===== config.mk =====
export PLATFORM = sky130hd
export DESIGN_NAME = tio_port_bank
export DESIGN_NICKNAME = d
export VERILOG_FILES = /design/src/tio_pkg.sv /design/src/tio_clkblk.sv /design/src/tio_fifo.sv /design/src/tio_port_bank.sv
export SDC_FILE = /design/constraint.sdc
export NUM_CORES = 2
export LEC_CHECK = 0
export BUFFER_PORTS_ARGS = -buffer_cell sky130_fd_sc_hd__buf_2
export CAP_MARGIN = 20
export CORE_MARGIN = 10
export CORE_UTILIZATION = 62
export DETAILED_ROUTE_END_ITERATION = 6
export PLACE_DENSITY = 0.8
export REMOVE_ABC_BUFFERS = 1
export SETUP_SLACK_MARGIN = 0.4
export SLEW_MARGIN = 20
export SYNTH_ARGS = -nofsm -noshare
export SYNTH_HDL_FRONTEND = slang
export SYNTH_SLANG_ARGS = --single-unit

===== constraint.sdc =====
create_clock -name sys_clk -period 5.9 [get_ports sys_clk]
set_input_delay 0.295 -clock sys_clk [delete_from_list [all_inputs] [get_ports sys_clk]]
set_output_delay 0.295 -clock sys_clk [all_outputs]
set_load 0.005 [all_outputs]

===== src/tio_pkg.sv =====
// shared constants and types for the timed i/o port bank
package tio_pkg;
    // ------------------------------------------------------------
    // structure
    // ------------------------------------------------------------
    localparam int NPORT       = 5;
    localparam int NCB         = 6;
    localparam int DATA_W      = 32;
    localparam int CNT_W       = 16;
    localparam int FIFO_DEPTH  = 4;
    localparam int PORT_WIDTH [NPORT] = '{1, 4, 8, 16, 32};
    localparam int CLK_PIN     = 0;

    // ------------------------------------------------------------
    // timing
    // ------------------------------------------------------------
    localparam int SYS_CLK_HZ  = 50_000_000;
    localparam int REF_CLK_HZ  = 100_000_000;
    localparam int REF_DIV     = (SYS_CLK_HZ / REF_CLK_HZ < 1) ? 1 : SYS_CLK_HZ / REF_CLK_HZ;

    // ------------------------------------------------------------
    // port configuration word
    // ------------------------------------------------------------
    localparam int CFG_W        = 10;
    localparam int CFG_EN_BIT   = 0;
    localparam int CFG_OD_BIT   = 1;
    localparam int CFG_DIR_BIT  = 2;
    localparam int CFG_STB_BIT  = 3;
    localparam int CFG_COND_LSB = 4;
    localparam int CFG_CLK_LSB  = 6;
    localparam logic [CFG_W-1:0] PORT_CFG_RST = 10'h000;

    // ------------------------------------------------------------
    // clock block configuration word
    // ------------------------------------------------------------
    localparam int CB_CFG_W   = 10;
    localparam int CB_DIV_W   = 8;
    localparam int CB_SRC_BIT = 8;
    localparam int CB_RUN_BIT = 9;
    localparam logic [CB_CFG_W-1:0] CB_CFG_RST = 10'h201;

    // ------------------------------------------------------------
    // types
    // ------------------------------------------------------------
    typedef enum logic [2:0] {
        OP_OUT, OP_IN, OP_SETC, OP_SETD, OP_SETPT, OP_GETTS, OP_GETCNT, OP_SETCB
    } tio_op_t;

    typedef enum logic [1:0] {COND_NONE, COND_EQ, COND_NE} tio_cond_t;
endpackage


===== src/tio_clkblk.sv =====
// one clock block: a tick enable from the reference or from a pin edge
module tio_clkblk #(
    parameter int                         DIV_W   = 8,
    parameter bit                         FIXED   = 1'b0,
    parameter logic [DIV_W-1:0]           FIX_DIV = 8'h01
) (
    input  wire logic             sys_clk,
    input  wire logic             rst_n,
    input  wire logic             run,
    input  wire logic             src_pin,
    input  wire logic             pin_lvl,
    input  wire logic [DIV_W-1:0] div,
    output logic                  tick
);
    logic             pin_prev_q;
    logic [DIV_W-1:0] cnt_q;
    logic [DIV_W-1:0] div_eff;
    logic             src_ev;
    logic             active;

    // a zero divider means divide by one
    assign div_eff = FIXED ? FIX_DIV : ((div == '0) ? DIV_W'(1) : div);
    assign active  = FIXED || run;
    // pin source counts rising edges of the external clock
    assign src_ev  = (!FIXED && src_pin) ? (pin_lvl && !pin_prev_q) : 1'b1;
    assign tick    = active && src_ev && (cnt_q == div_eff - 1'b1);

    always_ff @(posedge sys_clk or negedge rst_n) begin
        if (!rst_n) begin
            pin_prev_q <= 1'b0;
        end else begin
            pin_prev_q <= pin_lvl;
        end
    end

    always_ff @(posedge sys_clk or negedge rst_n) begin
        if (!rst_n) begin
            cnt_q <= '0;
        end else if (!active) begin
            cnt_q <= '0;
        end else if (src_ev) begin
            cnt_q <= (cnt_q >= div_eff - 1'b1) ? '0 : cnt_q + 1'b1;
        end
    end
endmodule // tio_clkblk


===== src/tio_fifo.sv =====
// small first-word-fall-through fifo with valid/ready on both sides
module tio_fifo #(
    parameter int WIDTH = 32,
    parameter int DEPTH = 4
) (
    input  wire logic             sys_clk,
    input  wire logic             rst_n,
    input  wire logic             in_valid,
    output logic                  in_ready,
    input  wire logic [WIDTH-1:0] in_data,
    output logic                  out_valid,
    input  wire logic             out_ready,
    output logic [WIDTH-1:0]      out_data
);
    localparam int AW = (DEPTH > 1) ? $clog2(DEPTH) : 1;

    logic [WIDTH-1:0] mem_q [DEPTH];
    logic [AW-1:0]    wr_q;
    logic [AW-1:0]    rd_q;
    logic [AW:0]      cnt_q;
    logic             push;
    logic             pop;

    assign in_ready  = (cnt_q != (AW+1)'(DEPTH));
    assign out_valid = (cnt_q != '0);
    assign out_data  = mem_q[rd_q];
    assign push      = in_valid && in_ready;
    assign pop       = out_valid && out_ready;

    always_ff @(posedge sys_clk) begin
        if (push) begin
            mem_q[wr_q] <= in_data;
        end
    end

    always_ff @(posedge sys_clk or negedge rst_n) begin
        if (!rst_n) begin
            wr_q  <= '0;
            rd_q  <= '0;
            cnt_q <= '0;
        end else begin
            if (push) begin
                wr_q <= (wr_q == AW'(DEPTH-1)) ? '0 : wr_q + 1'b1;
            end
            if (pop) begin
                rd_q <= (rd_q == AW'(DEPTH-1)) ? '0 : rd_q + 1'b1;
            end
            if (push && !pop) begin
                cnt_q <= cnt_q + 1'b1;
            end else if (pop && !push) begin
                cnt_q <= cnt_q - 1'b1;
            end
        end
    end
endmodule // tio_fifo


===== src/tio_port_bank.sv =====
// timed i/o port bank: five ports of 1..32 pins sharing 32 pins, six clock blocks
module tio_port_bank (
    input  wire logic                   sys_clk,
    input  wire logic                   rst_n,
    input  wire logic                   cpu_req,
    input  wire tio_pkg::tio_op_t       cpu_op,
    input  wire logic [2:0]             cpu_sel,
    input  wire logic [31:0]            cpu_wdata,
    output logic                        cpu_ready,
    output logic [31:0]                 cpu_rdata,
    output logic                        cpu_rvalid,
    input  wire logic [31:0]            link_pin_en,
    input  wire logic [31:0]            pin_in,
    output logic [31:0]                 pin_out,
    output logic [31:0]                 pin_oe_n,
    output logic [31:0]                 pin_pd,
    input  wire logic [4:0]             input_strobe,
    output logic [4:0]                  output_strobe,
    output logic [4:0]                  sched_event
);
    localparam int NP = tio_pkg::NPORT;
    localparam int NC = tio_pkg::NCB;
    localparam int DW = tio_pkg::DATA_W;
    localparam int CW = tio_pkg::CNT_W;

    // ------------------------------------------------------------
    // per-port views gathered for the pin mux and readback
    // ------------------------------------------------------------
    logic [DW-1:0] p_drv   [NP];
    logic [DW-1:0] p_xfer  [NP];
    logic [CW-1:0] p_cnt   [NP];
    logic [CW-1:0] p_ts    [NP];
    logic [NP-1:0] p_en;
    logic [NP-1:0] p_od;
    logic [NP-1:0] p_dir;
    logic [NP-1:0] p_full;
    logic [NP-1:0] p_fifo_rdy;
    logic [NC-1:0] cb_tick;
    logic          accept;
    logic          sel_port;
    logic [31:0]   pin_out_d;
    logic [31:0]   pin_oe_n_d;

    assign sel_port = (cpu_sel < 3'(NP));
    assign accept   = cpu_req && cpu_ready;

    // never stalls except output into a full fifo or input with no word yet
    always_comb begin
        cpu_ready = 1'b1;
        if (sel_port) begin
            case (cpu_op)
                tio_pkg::OP_OUT: cpu_ready = p_fifo_rdy[cpu_sel];
                tio_pkg::OP_IN:  cpu_ready = p_full[cpu_sel];
                default:         cpu_ready = 1'b1;
            endcase
        end
    end

    // ------------------------------------------------------------
    // clock blocks
    // ------------------------------------------------------------
    for (genvar c = 0; c < NC; c++) begin : g_cb
        logic [tio_pkg::CB_CFG_W-1:0] cfg_q;

        always_ff @(posedge sys_clk or negedge rst_n) begin
            if (!rst_n) begin
                cfg_q <= tio_pkg::CB_CFG_RST;
            end else if (accept && cpu_op == tio_pkg::OP_SETCB && cpu_sel == 3'(c)) begin
                cfg_q <= cpu_wdata[tio_pkg::CB_CFG_W-1:0];
            end
        end

        // block 0 ticks every cycle (REF_DIV clamps to 1, half the reference rate) and ignores its config
        tio_clkblk #(
            .DIV_W   (tio_pkg::CB_DIV_W),
            .FIXED   (c == 0),
            .FIX_DIV (tio_pkg::CB_DIV_W'(tio_pkg::REF_DIV))
        ) u_cb (
            .sys_clk (sys_clk),
            .rst_n   (rst_n),
            .run     (cfg_q[tio_pkg::CB_RUN_BIT]),
            .src_pin (cfg_q[tio_pkg::CB_SRC_BIT]),
            .pin_lvl (pin_in[tio_pkg::CLK_PIN]),
            .div     (cfg_q[tio_pkg::CB_DIV_W-1:0]),
            .tick    (cb_tick[c])
        );
    end

    // ------------------------------------------------------------
    // ports
    // ------------------------------------------------------------
    for (genvar i = 0; i < NP; i++) begin : g_port
        localparam int W   = tio_pkg::PORT_WIDTH[i];
        localparam int NSH = DW / W;

        logic [tio_pkg::CFG_W-1:0] cfg_q;
        logic [DW-1:0]             cond_q;
        logic [CW-1:0]             time_q;
        logic                      timed_q;
        logic [CW-1:0]             cnt_q;
        logic [CW-1:0]             ts_q;
        logic [DW-1:0]             sh_q;
        logic [5:0]                shn_q;
        logic [DW-1:0]             xfer_q;
        logic                      full_q;
        logic [W-1:0]              drv_q;
        logic                      ostb_q;
        logic                      ev_q;
        logic                      hit;
        logic                      tick;
        logic                      go;
        logic                      cond_ok;
        logic                      stb_ok;
        logic                      en;
        logic                      dir;
        logic                      load;
        logic                      in_step;
        logic                      in_done;
        logic [W-1:0]              pins;
        logic [DW-1:0]             sh_in;
        logic [DW-1:0]             sh_out;
        logic [2:0]                clk_sel;
        logic                      f_valid;
        logic [DW-1:0]             f_data;
        tio_pkg::tio_cond_t        cmode;

        assign hit     = accept && cpu_sel == 3'(i);
        assign en      = cfg_q[tio_pkg::CFG_EN_BIT];
        assign dir     = cfg_q[tio_pkg::CFG_DIR_BIT];
        assign clk_sel = cfg_q[tio_pkg::CFG_CLK_LSB +: 3];
        assign cmode   = tio_pkg::tio_cond_t'(cfg_q[tio_pkg::CFG_COND_LSB +: 2]);
        assign tick    = en && (clk_sel < 3'(NC)) && cb_tick[clk_sel];
        assign pins    = pin_in[W-1:0];
        assign go      = !timed_q || (cnt_q == time_q);
        assign stb_ok  = !cfg_q[tio_pkg::CFG_STB_BIT] || input_strobe[i];
        assign sh_in   = (sh_q >> W) | (DW'(pins) << (DW - W));
        assign sh_out  = sh_q >> W;

        always_comb begin
            case (cmode)
                tio_pkg::COND_EQ: cond_ok = (pins == cond_q[W-1:0]);
                tio_pkg::COND_NE: cond_ok = (pins != cond_q[W-1:0]);
                default:          cond_ok = 1'b1;
            endcase
        end

        // an input word starts only when timing, condition and strobe all agree; an output word waits on timing only
        assign load    = tick && dir && shn_q == '0 && f_valid && go;
        assign in_step = tick && !dir && stb_ok && (shn_q != '0 || (go && cond_ok));
        assign in_done = in_step && shn_q == 6'(NSH-1);

        tio_fifo #(
            .WIDTH (DW),
            .DEPTH (tio_pkg::FIFO_DEPTH)
        ) u_fifo (
            .sys_clk   (sys_clk),
            .rst_n     (rst_n),
            .in_valid  (cpu_req && cpu_op == tio_pkg::OP_OUT && cpu_sel == 3'(i)),
            .in_ready  (p_fifo_rdy[i]),
            .in_data   (cpu_wdata),
            .out_valid (f_valid),
            .out_ready (load),
            .out_data  (f_data)
        );

        always_ff @(posedge sys_clk or negedge rst_n) begin
            if (!rst_n) begin
                cfg_q  <= tio_pkg::PORT_CFG_RST;
                cond_q <= 32'h0000_0000;
            end else if (hit && cpu_op == tio_pkg::OP_SETC) begin
                cfg_q <= cpu_wdata[tio_pkg::CFG_W-1:0];
            end else if (hit && cpu_op == tio_pkg::OP_SETD) begin
                cond_q <= cpu_wdata;
            end
        end

        always_ff @(posedge sys_clk or negedge rst_n) begin
            if (!rst_n) begin
                cnt_q <= 16'h0000;
            end else if (tick) begin
                cnt_q <= cnt_q + 16'h0001;
            end
        end

        // a fresh request wins over the clear from a starting transfer
        always_ff @(posedge sys_clk or negedge rst_n) begin
            if (!rst_n) begin
                timed_q <= 1'b0;
                time_q  <= 16'h0000;
            end else if (hit && cpu_op == tio_pkg::OP_SETPT) begin
                timed_q <= 1'b1;
                time_q  <= cpu_wdata[CW-1:0];
            end else if (load || (in_step && shn_q == '0)) begin
                timed_q <= 1'b0;
            end
        end

        always_ff @(posedge sys_clk or negedge rst_n) begin
            if (!rst_n) begin
                sh_q   <= 32'h0000_0000;
                shn_q  <= 6'h00;
                drv_q  <= '0;
                ostb_q <= 1'b0;
            end else if (load) begin
                sh_q   <= f_data;
                drv_q  <= f_data[W-1:0];
                shn_q  <= 6'(NSH-1);
                ostb_q <= 1'b1;
            end else if (tick && dir && shn_q != '0) begin
                sh_q   <= sh_out;
                drv_q  <= sh_out[W-1:0];
                shn_q  <= shn_q - 6'h01;
                ostb_q <= 1'b1;
            end else if (tick && dir) begin
                ostb_q <= 1'b0;
            end else if (in_step) begin
                sh_q   <= sh_in;
                shn_q  <= in_done ? 6'h00 : shn_q + 6'h01;
                ostb_q <= 1'b0;
            end else if (!dir) begin
                ostb_q <= 1'b0;
            end
        end

        // completing word sets full even when the processor reads it now
        always_ff @(posedge sys_clk or negedge rst_n) begin
            if (!rst_n) begin
                xfer_q <= 32'h0000_0000;
                full_q <= 1'b0;
            end else if (in_done) begin
                xfer_q <= sh_in;
                full_q <= 1'b1;
            end else if (hit && cpu_op == tio_pkg::OP_IN) begin
                full_q <= 1'b0;
            end
        end

        always_ff @(posedge sys_clk or negedge rst_n) begin
            if (!rst_n) begin
                ts_q <= 16'h0000;
            end else if (load || in_done) begin
                ts_q <= cnt_q;
            end
        end

        always_ff @(posedge sys_clk or negedge rst_n) begin
            if (!rst_n) begin
                ev_q <= 1'b0;
            end else begin
                ev_q <= tick && !dir && shn_q == '0 && cmode != tio_pkg::COND_NONE
                        && cond_ok && go;
            end
        end

        assign p_drv[i]         = DW'(drv_q);
        assign p_xfer[i]        = xfer_q;
        assign p_cnt[i]         = cnt_q;
        assign p_ts[i]          = ts_q;
        assign p_en[i]          = en;
        assign p_od[i]          = cfg_q[tio_pkg::CFG_OD_BIT];
        assign p_dir[i]         = dir;
        assign p_full[i]        = full_q;
        assign output_strobe[i] = ostb_q && cfg_q[tio_pkg::CFG_STB_BIT];
        assign sched_event[i]   = ev_q;
    end

    // ------------------------------------------------------------
    // pin ownership and drive
    // ------------------------------------------------------------
    // ports are ordered narrowest first, so the first claimant wins
    always_comb begin
        logic found;
        found      = 1'b0;
        pin_out_d  = 32'h0000_0000;
        pin_oe_n_d = 32'hffff_ffff;
        for (int p = 0; p < 32; p++) begin
            found = 1'b0;
            for (int i = 0; i < NP; i++) begin
                if (!found && p_en[i] && p < tio_pkg::PORT_WIDTH[i]) begin
                    found = 1'b1;
                    if (p_dir[i] && !link_pin_en[p]) begin
                        if (p_od[i]) begin
                            pin_out_d[p]  = 1'b0;
                            pin_oe_n_d[p] = p_drv[i][p];
                        end else begin
                            pin_out_d[p]  = p_drv[i][p];
                            pin_oe_n_d[p] = 1'b0;
                        end
                    end
                end
            end
        end
    end

    always_ff @(posedge sys_clk or negedge rst_n) begin
        if (!rst_n) begin
            pin_out  <= 32'h0000_0000;
            pin_oe_n <= 32'hffff_ffff;
        end else begin
            pin_out  <= pin_out_d;
            pin_oe_n <= pin_oe_n_d;
        end
    end

    // pull-downs held on through reset, released on the first edge after
    always_ff @(posedge sys_clk or negedge rst_n) begin
        if (!rst_n) begin
            pin_pd <= 32'hffff_ffff;
        end else begin
            pin_pd <= 32'h0000_0000;
        end
    end

    // ------------------------------------------------------------
    // read answers
    // ------------------------------------------------------------
    always_ff @(posedge sys_clk or negedge rst_n) begin
        if (!rst_n) begin
            cpu_rdata  <= 32'h0000_0000;
            cpu_rvalid <= 1'b0;
        end else begin
            cpu_rvalid <= 1'b0;
            if (accept && sel_port) begin
                case (cpu_op)
                    tio_pkg::OP_IN: begin
                        cpu_rdata  <= p_xfer[cpu_sel];
                        cpu_rvalid <= 1'b1;
                    end
                    tio_pkg::OP_GETTS: begin
                        cpu_rdata  <= {16'h0000, p_ts[cpu_sel]};
                        cpu_rvalid <= 1'b1;
                    end
                    tio_pkg::OP_GETCNT: begin
                        cpu_rdata  <= {16'h0000, p_cnt[cpu_sel]};
                        cpu_rvalid <= 1'b1;
                    end
                    default: begin
                        cpu_rdata <= cpu_rdata;
                    end
                endcase
            end
        end
    end
endmodule // tio_port_bank


# Yosys cells after proc, flatten, opt, wreduce, memory -nomap -nowiden
# Memory sizes are Yosys's and may differ from the RTL's.
# Index checks and enable logic that the tools add are counted.
# W data, S select, Z words.
[classes] n_reduce_logical=388 mux=561 addsub=46 n_bitwise=10 eq_ne=76 magnitude_cmp=19
[ops] cell="$mux W32" count=20
[ops] cell="$mux W1" count=448
[ops] cell="$logic_and A1 B1 Y1" count=230
[ops] cell="$mux W8" count=23
[ops] cell="$mux W6" count=25
[ops] cell="$bmux W16 S3" count=2
[ops] cell="$bmux W32 S3" count=1
[ops] cell="$eq A16 B16 Y1" count=6
[ops] cell="$mux W16" count=6
[ops] cell="$pmux W32 S3" count=1
[ops] cell="$add A16 B1 Y16 const B" count=5
[ops] cell="$logic_not A1 Y1" count=68
[ops] cell="$reduce_bool A2 Y1" count=25
[ops] cell="$add A8 B1 Y8 const B" count=6
[ops] cell="$eq A8 B8 Y1" count=6
[ops] cell="$logic_not A8 Y1" count=6
[ops] cell="$ge A8 B8 Y1" count=5
[ops] cell="$sub A8 B1 Y8 const B" count=5
[ops] cell="$reduce_bool A3 Y1" count=11
[ops] cell="$eq A32 B32 Y1" count=1
[ops] cell="$ne A32 B32 Y1" count=1
[ops] cell="$or A16 B32 Y32" count=1
[ops] cell="$or A24 B32 Y32" count=1
[ops] cell="$or A28 B32 Y32" count=1
[ops] cell="other kinds (42)" count=196
[word_totals] input_bits=110 mem_count=5 out_inout_bits=140 elab_cells=1201 reg_bits=1008 mem_bits_rw=640
[mem_list] memory="g_port[0].u_fifo.mem_q" depth=4 width=32 read_ports=1 rd_ports_with_merged_regs=0 write_ports=1 line="tio_fifo.sv:17" rtl="logic [WIDTH-1:0] mem_q [DEPTH];"
[mem_list] memory="g_port[1].u_fifo.mem_q" depth=4 width=32 read_ports=1 rd_ports_with_merged_regs=0 write_ports=1 line="tio_fifo.sv:17"
[mem_list] memory="g_port[2].u_fifo.mem_q" depth=4 width=32 read_ports=1 rd_ports_with_merged_regs=0 write_ports=1 line="tio_fifo.sv:17"
[mem_list] memory="g_port[3].u_fifo.mem_q" depth=4 width=32 read_ports=1 rd_ports_with_merged_regs=0 write_ports=1 line="tio_fifo.sv:17"
[mem_list] memory="g_port[4].u_fifo.mem_q" depth=4 width=32 read_ports=1 rd_ports_with_merged_regs=0 write_ports=1 line="tio_fifo.sv:17"

# Longest topological paths before layout
[depth] word_depth=17 ltp_mapped=23 depth_no_buf=22

# Hierarchy
# From an unflattened synthesis, not the netlist that was laid out.
[hier_totals] hier_cells=4910 area_unflattened_um2=70237.4
[by_module_without_submodules] module="tio_port_bank" n_inst=1 cells_each=3435 area_each_um2=40939.3
[by_module_without_submodules] module="tio_fifo at g_port[0].u_fifo ..." n_inst=3 cells_each=205 area_each_um2=5106.1
[by_module_without_submodules] module="tio_fifo at g_port[1].u_fifo" n_inst=1 cells_each=204 area_each_um2=5054.8
[by_module_without_submodules] module="tio_fifo at g_port[2].u_fifo" n_inst=1 cells_each=204 area_each_um2=5053.6
[by_module_without_submodules] module="tio_clkblk at g_cb[1].u_cb ..." n_inst=5 cells_each=90 area_each_um2=772.0
[by_module_without_submodules] module="tio_clkblk at g_cb[0].u_cb" n_inst=1 cells_each=2 area_each_um2=11.3

# Worst setup path before layout
# OpenSTA, ideal clock, no wires.
[synth_path] kind="register -> register" from="reg g_cb[1].cfg_q[3] (netlist name)" to="reg g_port[1].u_fifo.cnt_q[1]" path_stages_with_launch=22 path_buffers=3 arrival_time_ns=5.072 slack_ns=0.704 cell_sequence="dfrtp_1 -> or4_1 -> or3_1 -> nor2_1 -> nor2_1 -> ha_1 -> inv_1 -> or3_1 -> xor2_1 -> ha_1 -> nand4_1 -> a2111oi_4 -> nor3_1 -> a311o_1 -> a2111o_1 -> clkbuf_1 -> buf_2 -> clkbuf_1 -> ha_1 -> inv_1 -> fa_1 -> mux2_2"
[synth_between] elab_chain_len=16 word_cells_on_any_way=18 cone_classes="add/sub (1); eq/ne (1); mux (4); reduce/logical (12)"
[synth_rtl] item="from (decl)" line="tio_port_bank.sv:63" rtl="logic [tio_pkg::CB_CFG_W-1:0] cfg_q;"
[synth_rtl] item="from (signal assigned)" line="tio_port_bank.sv:67" rtl="cfg_q <= tio_pkg::CB_CFG_RST;"
[synth_rtl] item="from (signal assigned)" line="tio_port_bank.sv:69" rtl="cfg_q <= cpu_wdata[tio_pkg::CB_CFG_W-1:0];"
[synth_rtl] item="$logic_not A8 Y1" line="tio_clkblk.sv:22" rtl="assign div_eff = FIXED ? FIX_DIV : ((div == '0) ? DIV_W'(1) : div);"
[synth_rtl] item="$mux W8 (*)" line="tio_clkblk.sv:22"
[synth_rtl] item="$sub A8 B1 Y8 (*)" line="tio_clkblk.sv:26" rtl="assign tick = active && src_ev && (cnt_q == div_eff - 1'b1);"
[synth_rtl] item="$eq A8 B8 Y1 (*)" line="tio_clkblk.sv:26"
[synth_rtl] item="$logic_and A1 B1 Y1 (*)" line="tio_clkblk.sv:26"
[synth_rtl] item="$bmux W1 S3 (*)" line="tio_port_bank.sv:132" rtl="assign tick = en && (clk_sel < 3'(NC)) && cb_tick[clk_sel];"
[synth_rtl] item="$mux W1 (implied by the code) (*)" line="tio_port_bank.sv:132"
[synth_rtl] item="$logic_and A1 B1 Y1 (*)" line="tio_port_bank.sv:132"
[synth_rtl] item="$logic_and A1 B1 Y1 (*) (4 in series)" line="tio_port_bank.sv:148" rtl="assign load = tick && dir && shn_q == '0 && f_valid && go;"
[synth_rtl] item="$logic_and A1 B1 Y1 (*)" line="tio_fifo.sv:28" rtl="assign pop = out_valid && out_ready;"
[synth_rtl] item="$logic_not A1 Y1" line="tio_fifo.sv:48" rtl="if (push && !pop) begin"
[synth_rtl] item="$logic_and A1 B1 Y1" line="tio_fifo.sv:48"
[synth_rtl] item="$mux W3 or $reduce_bool A2 Y1 (tied branches)"
[synth_rtl] item="to (signal assigned)" line="tio_fifo.sv:49" rtl="cnt_q <= cnt_q + 1'b1;"
[synth_rtl] item="to (signal assigned)" line="tio_fifo.sv:51" rtl="cnt_q <= cnt_q - 1'b1;"
[synth_rtl] item="to (decl)" line="tio_fifo.sv:20" rtl="logic [AW:0] cnt_q;"
# Every way passes the cells marked *; elsewhere a longest branch is shown, timed or not. The select of a mux whose other input is x is not followed.
# A chain may end at the register's enable or synchronous reset.

# Worst setup path in the final report
[layout_path] from="reg g_cb[2].cfg_q[2] (netlist name)" to="reg g_port[1].ts_q[3]"
[layout_between] elab_chain_len=13 word_cells_on_any_way=17 cone_classes="add/sub (1); eq/ne (1); mux (3); reduce/logical (12)"
[layout_rtl] item="from (decl)" line="tio_port_bank.sv:63"
[layout_rtl] item="from (signal assigned)" line="tio_port_bank.sv:67"
[layout_rtl] item="from (signal assigned)" line="tio_port_bank.sv:69"
[layout_rtl] item="$logic_not A8 Y1" line="tio_clkblk.sv:22"
[layout_rtl] item="$mux W8 (*)" line="tio_clkblk.sv:22"
[layout_rtl] item="$sub A8 B1 Y8 (*)" line="tio_clkblk.sv:26"
[layout_rtl] item="$eq A8 B8 Y1 (*)" line="tio_clkblk.sv:26"
[layout_rtl] item="$logic_and A1 B1 Y1 (*)" line="tio_clkblk.sv:26"
[layout_rtl] item="$bmux W1 S3 (*)" line="tio_port_bank.sv:132"
[layout_rtl] item="$mux W1 (implied by the code) (*)" line="tio_port_bank.sv:132"
[layout_rtl] item="$logic_and A1 B1 Y1 (*)" line="tio_port_bank.sv:132"
[layout_rtl] item="$logic_and A1 B1 Y1, on equally long branches (3 in series)" line="tio_port_bank.sv:148, tio_port_bank.sv:149"
[layout_rtl] item="$logic_and A1 B1 Y1, on equally long branches" line="tio_port_bank.sv:148, tio_port_bank.sv:150"
[layout_rtl] item="$logic_or A1 B1 Y1 (*)" line="tio_port_bank.sv:241" rtl="end else if (load || in_done) begin"
[layout_rtl] item="to (signal assigned)" line="tio_port_bank.sv:242" rtl="ts_q <= cnt_q;"
[layout_rtl] item="to (decl)" line="tio_port_bank.sv:101" rtl="logic [CW-1:0] ts_q;"
# Marked as above.

==> out/metrics.csv <==
stage;metric;value;unit
routing;DR vias/cell;6.505;
routing;WL/cell;28.12;µm
power;NetSw;8.022;mW
power;Logic pwr share;15.3;%
timing;Slew Limit Fails;0;
critical_path;Critical Path Sink Type;register;
timing;min Tclk post-route;5.178;ns
floorplanning;die area;125300;µm²
timing;fmax;0.1931;GHz
timing;Final Setup Violations;0;
timing;Fin Setup TNS;0;ns
power;Clock Power Share;35.8;%
floorplanning;row count;122;
clock_tree;Clock Pin Slew Worst Setup and Hold Paths;0.06;ns
critical_path;worst endpoint required time;6.56;ns
logic_synthesis;Async SR Flop Fraction;59.49;%
logic_synthesis;Synth Register Bits;1580;
layout;Multi-input gate area;24690;µm²
clock_tree;CTS tree;done;
global_routing;largest net degree at the start of global routing;172;
routing;Iter 0 DRT Violations;5639;
clock_tree;Sinks on Clock Net;1580;
timing;worst-margin pin slew;1.190;ns
hold_path;min-delay worst type;input pin to register;
global_routing;GRT overflow;0;
power;Reg power frac;48.9;%
clock_tree;CTS Buf Count;157;
timing;unrepaired setup endpoints after global routing;no;
logic_synthesis;register area share after synthesis;61.90;%
global_routing;GRT Util Overall;30.14;%
layout;fraction of layout cells with a size suffix above 1;25.76;%
logic_synthesis;cell area after synthesis;69140;µm²
power;Tot Pwr;28.43;mW
critical_path;WS Path Type;register to register;
layout;Reg area;42800;µm²
run;Max-cap violations;0;
logic_synthesis;Cells after Synth;4836;
run_status;failing checks;DRC;
clock_tree;Max Buffers Root-to-Sink;3;
layout;fin nets;5347;
place;PortBufs;249;
routing;DR DRC count;12;
timing;fin crit share;87.77;%
floorplanning;initial core utilization;62.47;%
floorplanning;I/O Pins;250;
layout;Filler cells;6987;
global_routing;antenna violations before repair;22;
clock_tree;CTS root buffer;clkbuf_16;
power;Net Sw Frac;28.22;%
global_routing;vias in the first global route;44290;
routing;Initial DRT Pass Iterations;7;
timing;Worst Skew;0.03955;ns
power;Peak supply drop;0.2645;mV
power;cell-internal power;20.41;mW
logic_synthesis;synthesized area per cell;14.30;µm²
layout;Layout Cell Area excl Fill;77880;µm²
logic_synthesis;Syn. warnings;0;
power;Leak;32.39;nW
layout;synth-to-layout area growth;12.64;%
floorplanning;core box area;110700;µm²
floorplanning;Die X;353.9;µm
run_status;status;finished with violations;
clock_tree;H-tree depth;4;
critical_path;Worst EP arrival;5.84;ns
routing;total wire length;189.7;mm
floorplanning;Die H;353.9;µm
logic_synthesis;synth unique cells;93;
place;GPL Wtd Cong;0.9272;
place;DP Wirelength;120.9;mm
place;area post-placement;71920;µm²
routing;Final ANT Viol Nets;0;
critical_path;Setup crit start kind;register;
routing;DR vias;43870;
global_routing;first-pass GRT wire length;283.7;mm
clock_tree;clk_lat worst skew;0.80;ns
timing;Slew HR;20.65;%
logic_synthesis;Post-synth top flop;dfrtp_1;
critical_path;Worst Path Max Fanout;16;
logic_synthesis;EDFF count, synth;640;
timing;Hold Violations, Final;0;
power;pwr dens;365.1;nW/µm²
==> synth_stat cells (36+ instances only) <==
| cell type | number | share of area, % |
|---|---|---|
| a21o_1 | 44 | 0.48 |
| a21oi_1 | 172 | 1.2 |
| a22o_1 | 42 | 0.53 |
| a22oi_1 | 36 | 0.39 |
| and2_1 | 37 | 0.33 |
| and3_1 | 40 | 0.36 |
| buf_4 | 40 | 0.43 |
| clkbuf_1 | 215 | 1.2 |
| dfrtp_1 | 897 | 32 |
| dfstp_2 | 43 | 1.6 |
| edfxtp_1 | 640 | 28 |
| ha_1 | 115 | 2.1 |
| inv_1 | 129 | 0.70 |
| mux2_1 | 55 | 0.90 |
| mux2_2 | 434 | 7.1 |
| mux2i_1 | 65 | 0.94 |
| mux4_2 | 225 | 7.3 |
| nand2_1 | 311 | 1.7 |
| nand2b_1 | 41 | 0.37 |
| nand3_1 | 105 | 0.76 |
| nand4_1 | 52 | 0.47 |
| nor2_1 | 181 | 0.98 |
| nor2b_1 | 71 | 0.64 |
| nor3_1 | 44 | 0.32 |
| o21ai_0 | 158 | 1.1 |
| xnor2_1 | 176 | 2.2 |
| xor2_1 | 98 | 1.2 |
==> cell families after synthesis <==
family	after synthesis	synth area share, %
XOR/XNOR	274	3.471
flip-flops	1580	61.90
buffers and inverters	424	2.575
multiplexers	789	16.45
adder cells (fa/ha/maj)	120	2.226
AND/OR/NAND/NOR	996	7.122
AO/OA/AOI/OAI	652	6.247
other	1	0.005424
==> final cells by class <==
cell class / instances / area share, %
diodes: 8 / 0.02571
clock buffers: 229 / 5.745
clock inverters: 61 / 1.022
inverters: 131 / 0.6314
multi-input cells: 2832 / 31.71
flip-flops and latches: 1580 / 54.96
well taps: 1488 / 2.391
repair buffers: 415 / 3.519
==> power by group through the flow <==
stage | Combinational (mW) | Clock (mW) | Sequential [mW]
after floorplan | 2.83 | 0 | 13.5
after CTS | 4.31 | 10.3 | 13.8
after global placement | 4.02 | 0 | 14.0
after global routing | 4.77 | 10.7 | 14.0
final | 4.34 | 10.2 | 13.9
after detailed placement | 4.20 | 0 | 14.0
==> flip-flops by register name, summed over array words and instances, names as in the netlist, 10 cells and up <==
name                 cells
g_port.time_q           80
g_port.xfer_q          160
g_port.u_fifo.wr_q      10
cpu_rdata               32
g_cb.u_cb.cnt_q         40
g_port.sh_q             99
pin_out                 32
g_port.cnt_q            80
g_port.shn_q            30
g_port.drv_q            61
g_port.cond_q           61
g_port.u_fifo.cnt_q     15
g_port.ts_q             80
g_port.u_fifo.rd_q      10
g_port.u_fifo.mem_q    640
g_cb.cfg_q              50
pin_oe_n                32
g_port.cfg_q            45
==> metal layers <==
layer | vias to the layer above | wire, µm | track usage, %
li1 | 18390 | - | -
met1 | 22520 | 73000 | 41.24
met2 | 2494 | 86890 | 45.94
met3 | 463 | 20740 | 7.542
met4 | 8 | 8981 | 13.29
met5 | - | 54 | 0
==> repair_timing <==
item	4_1_cts	5_1_grt
hold buffers	60	0
setup endpoints to repair	17	148
buffers inserted	0	5
resized for setup	2	1
hold endpoints to repair	195	0
pin swaps	0	4
==> placed cells by master (no fill, tap or decap), types with 42 or more instances in the layout <==
master / count
nor2b_1: 71
inv_1: 129
buf_2: 246
dlygate4sd3_1: 60
a21o_1: 44
mux2_2: 434
ha_1: 115
mux4_2: 225
xor2_1: 98
o21ai_0: 158
a21oi_1: 171
clkbuf_16: 161
nand2_1: 311
xnor2_1: 176
nand3_1: 102
buf_4: 102
mux2i_1: 65
edfxtp_1: 640
dfrtp_1: 892
clkbuf_1: 49
dfstp_2: 43
a22o_1: 42
mux2_1: 55
nand4_1: 52
nor2_1: 177
==> critical path, cell delays in order, from the launching register on <==
cell and delay (ns):
dfrtp_1 0.43, or4_1 0.54, or3_1 0.35, nor2_1 0.10, nor2_1 0.08, ha_1 0.22
inv_1 0.07, or3_1 0.10, xor2_1 0.06, ha_1 0.29, nand4_1 0.14, a2111oi_4 0.28
buf_4 0.20, nand2_1 0.07, a311o_1 0.46, a211o_1 0.38, or3_2 0.48, and2_2 0.41
mux2_1 0.40
==> stage by stage <==
step	std cells	utilization, %	worst slack, ns	hold WS [ns]
2_1_floorplan	4543	-	-1.850	-0.0005911
3_3_place_gp	6379	64.96	0.4773	0.3858
3_5_place_dp	6380	64.99	0.3976	0.3880
4_1_cts	6730	70.30	0.4786	0.004720
5_1_grt	6742	70.36	0.3731	0.02716
6_report	6744	70.37	0.7215	0.03483
==> worst paths after layout <==
| kind | slack (ns) | to | from | cells past startpoint |
|---|---|---|---|---|
| min reg2reg | 0.48 | g_port[1].shn_q[5]$_DFFE_PN0P_ | g_port[1].shn_q[5]$_DFFE_PN0P_ | 1 |
| max | 0.72 | g_port[1].ts_q[3]$_DFFE_PN0P_ | g_cb[2].cfg_q[2]$_DFFE_PN0P_ | 18 |
| max reg2reg | 0.72 | g_port[1].ts_q[3]$_DFFE_PN0P_ | g_cb[2].cfg_q[2]$_DFFE_PN0P_ | 18 |
| min | 0.03 | g_port[4].u_fifo.mem_q[3][31]$_DFFE_PP_ | cpu_wdata[31] | 1 |
| max in group asynchronous | 4.17 | g_port[0].u_fifo.rd_q[0]$_DFFE_PN0P_ | rst_n | 3 |
| min in group asynchronous | 0.09 | g_port[4].drv_q[17]$_DFFE_PN0P_ | rst_n | 2 |
Note: power is estimated with default switching activity, not from simulation.
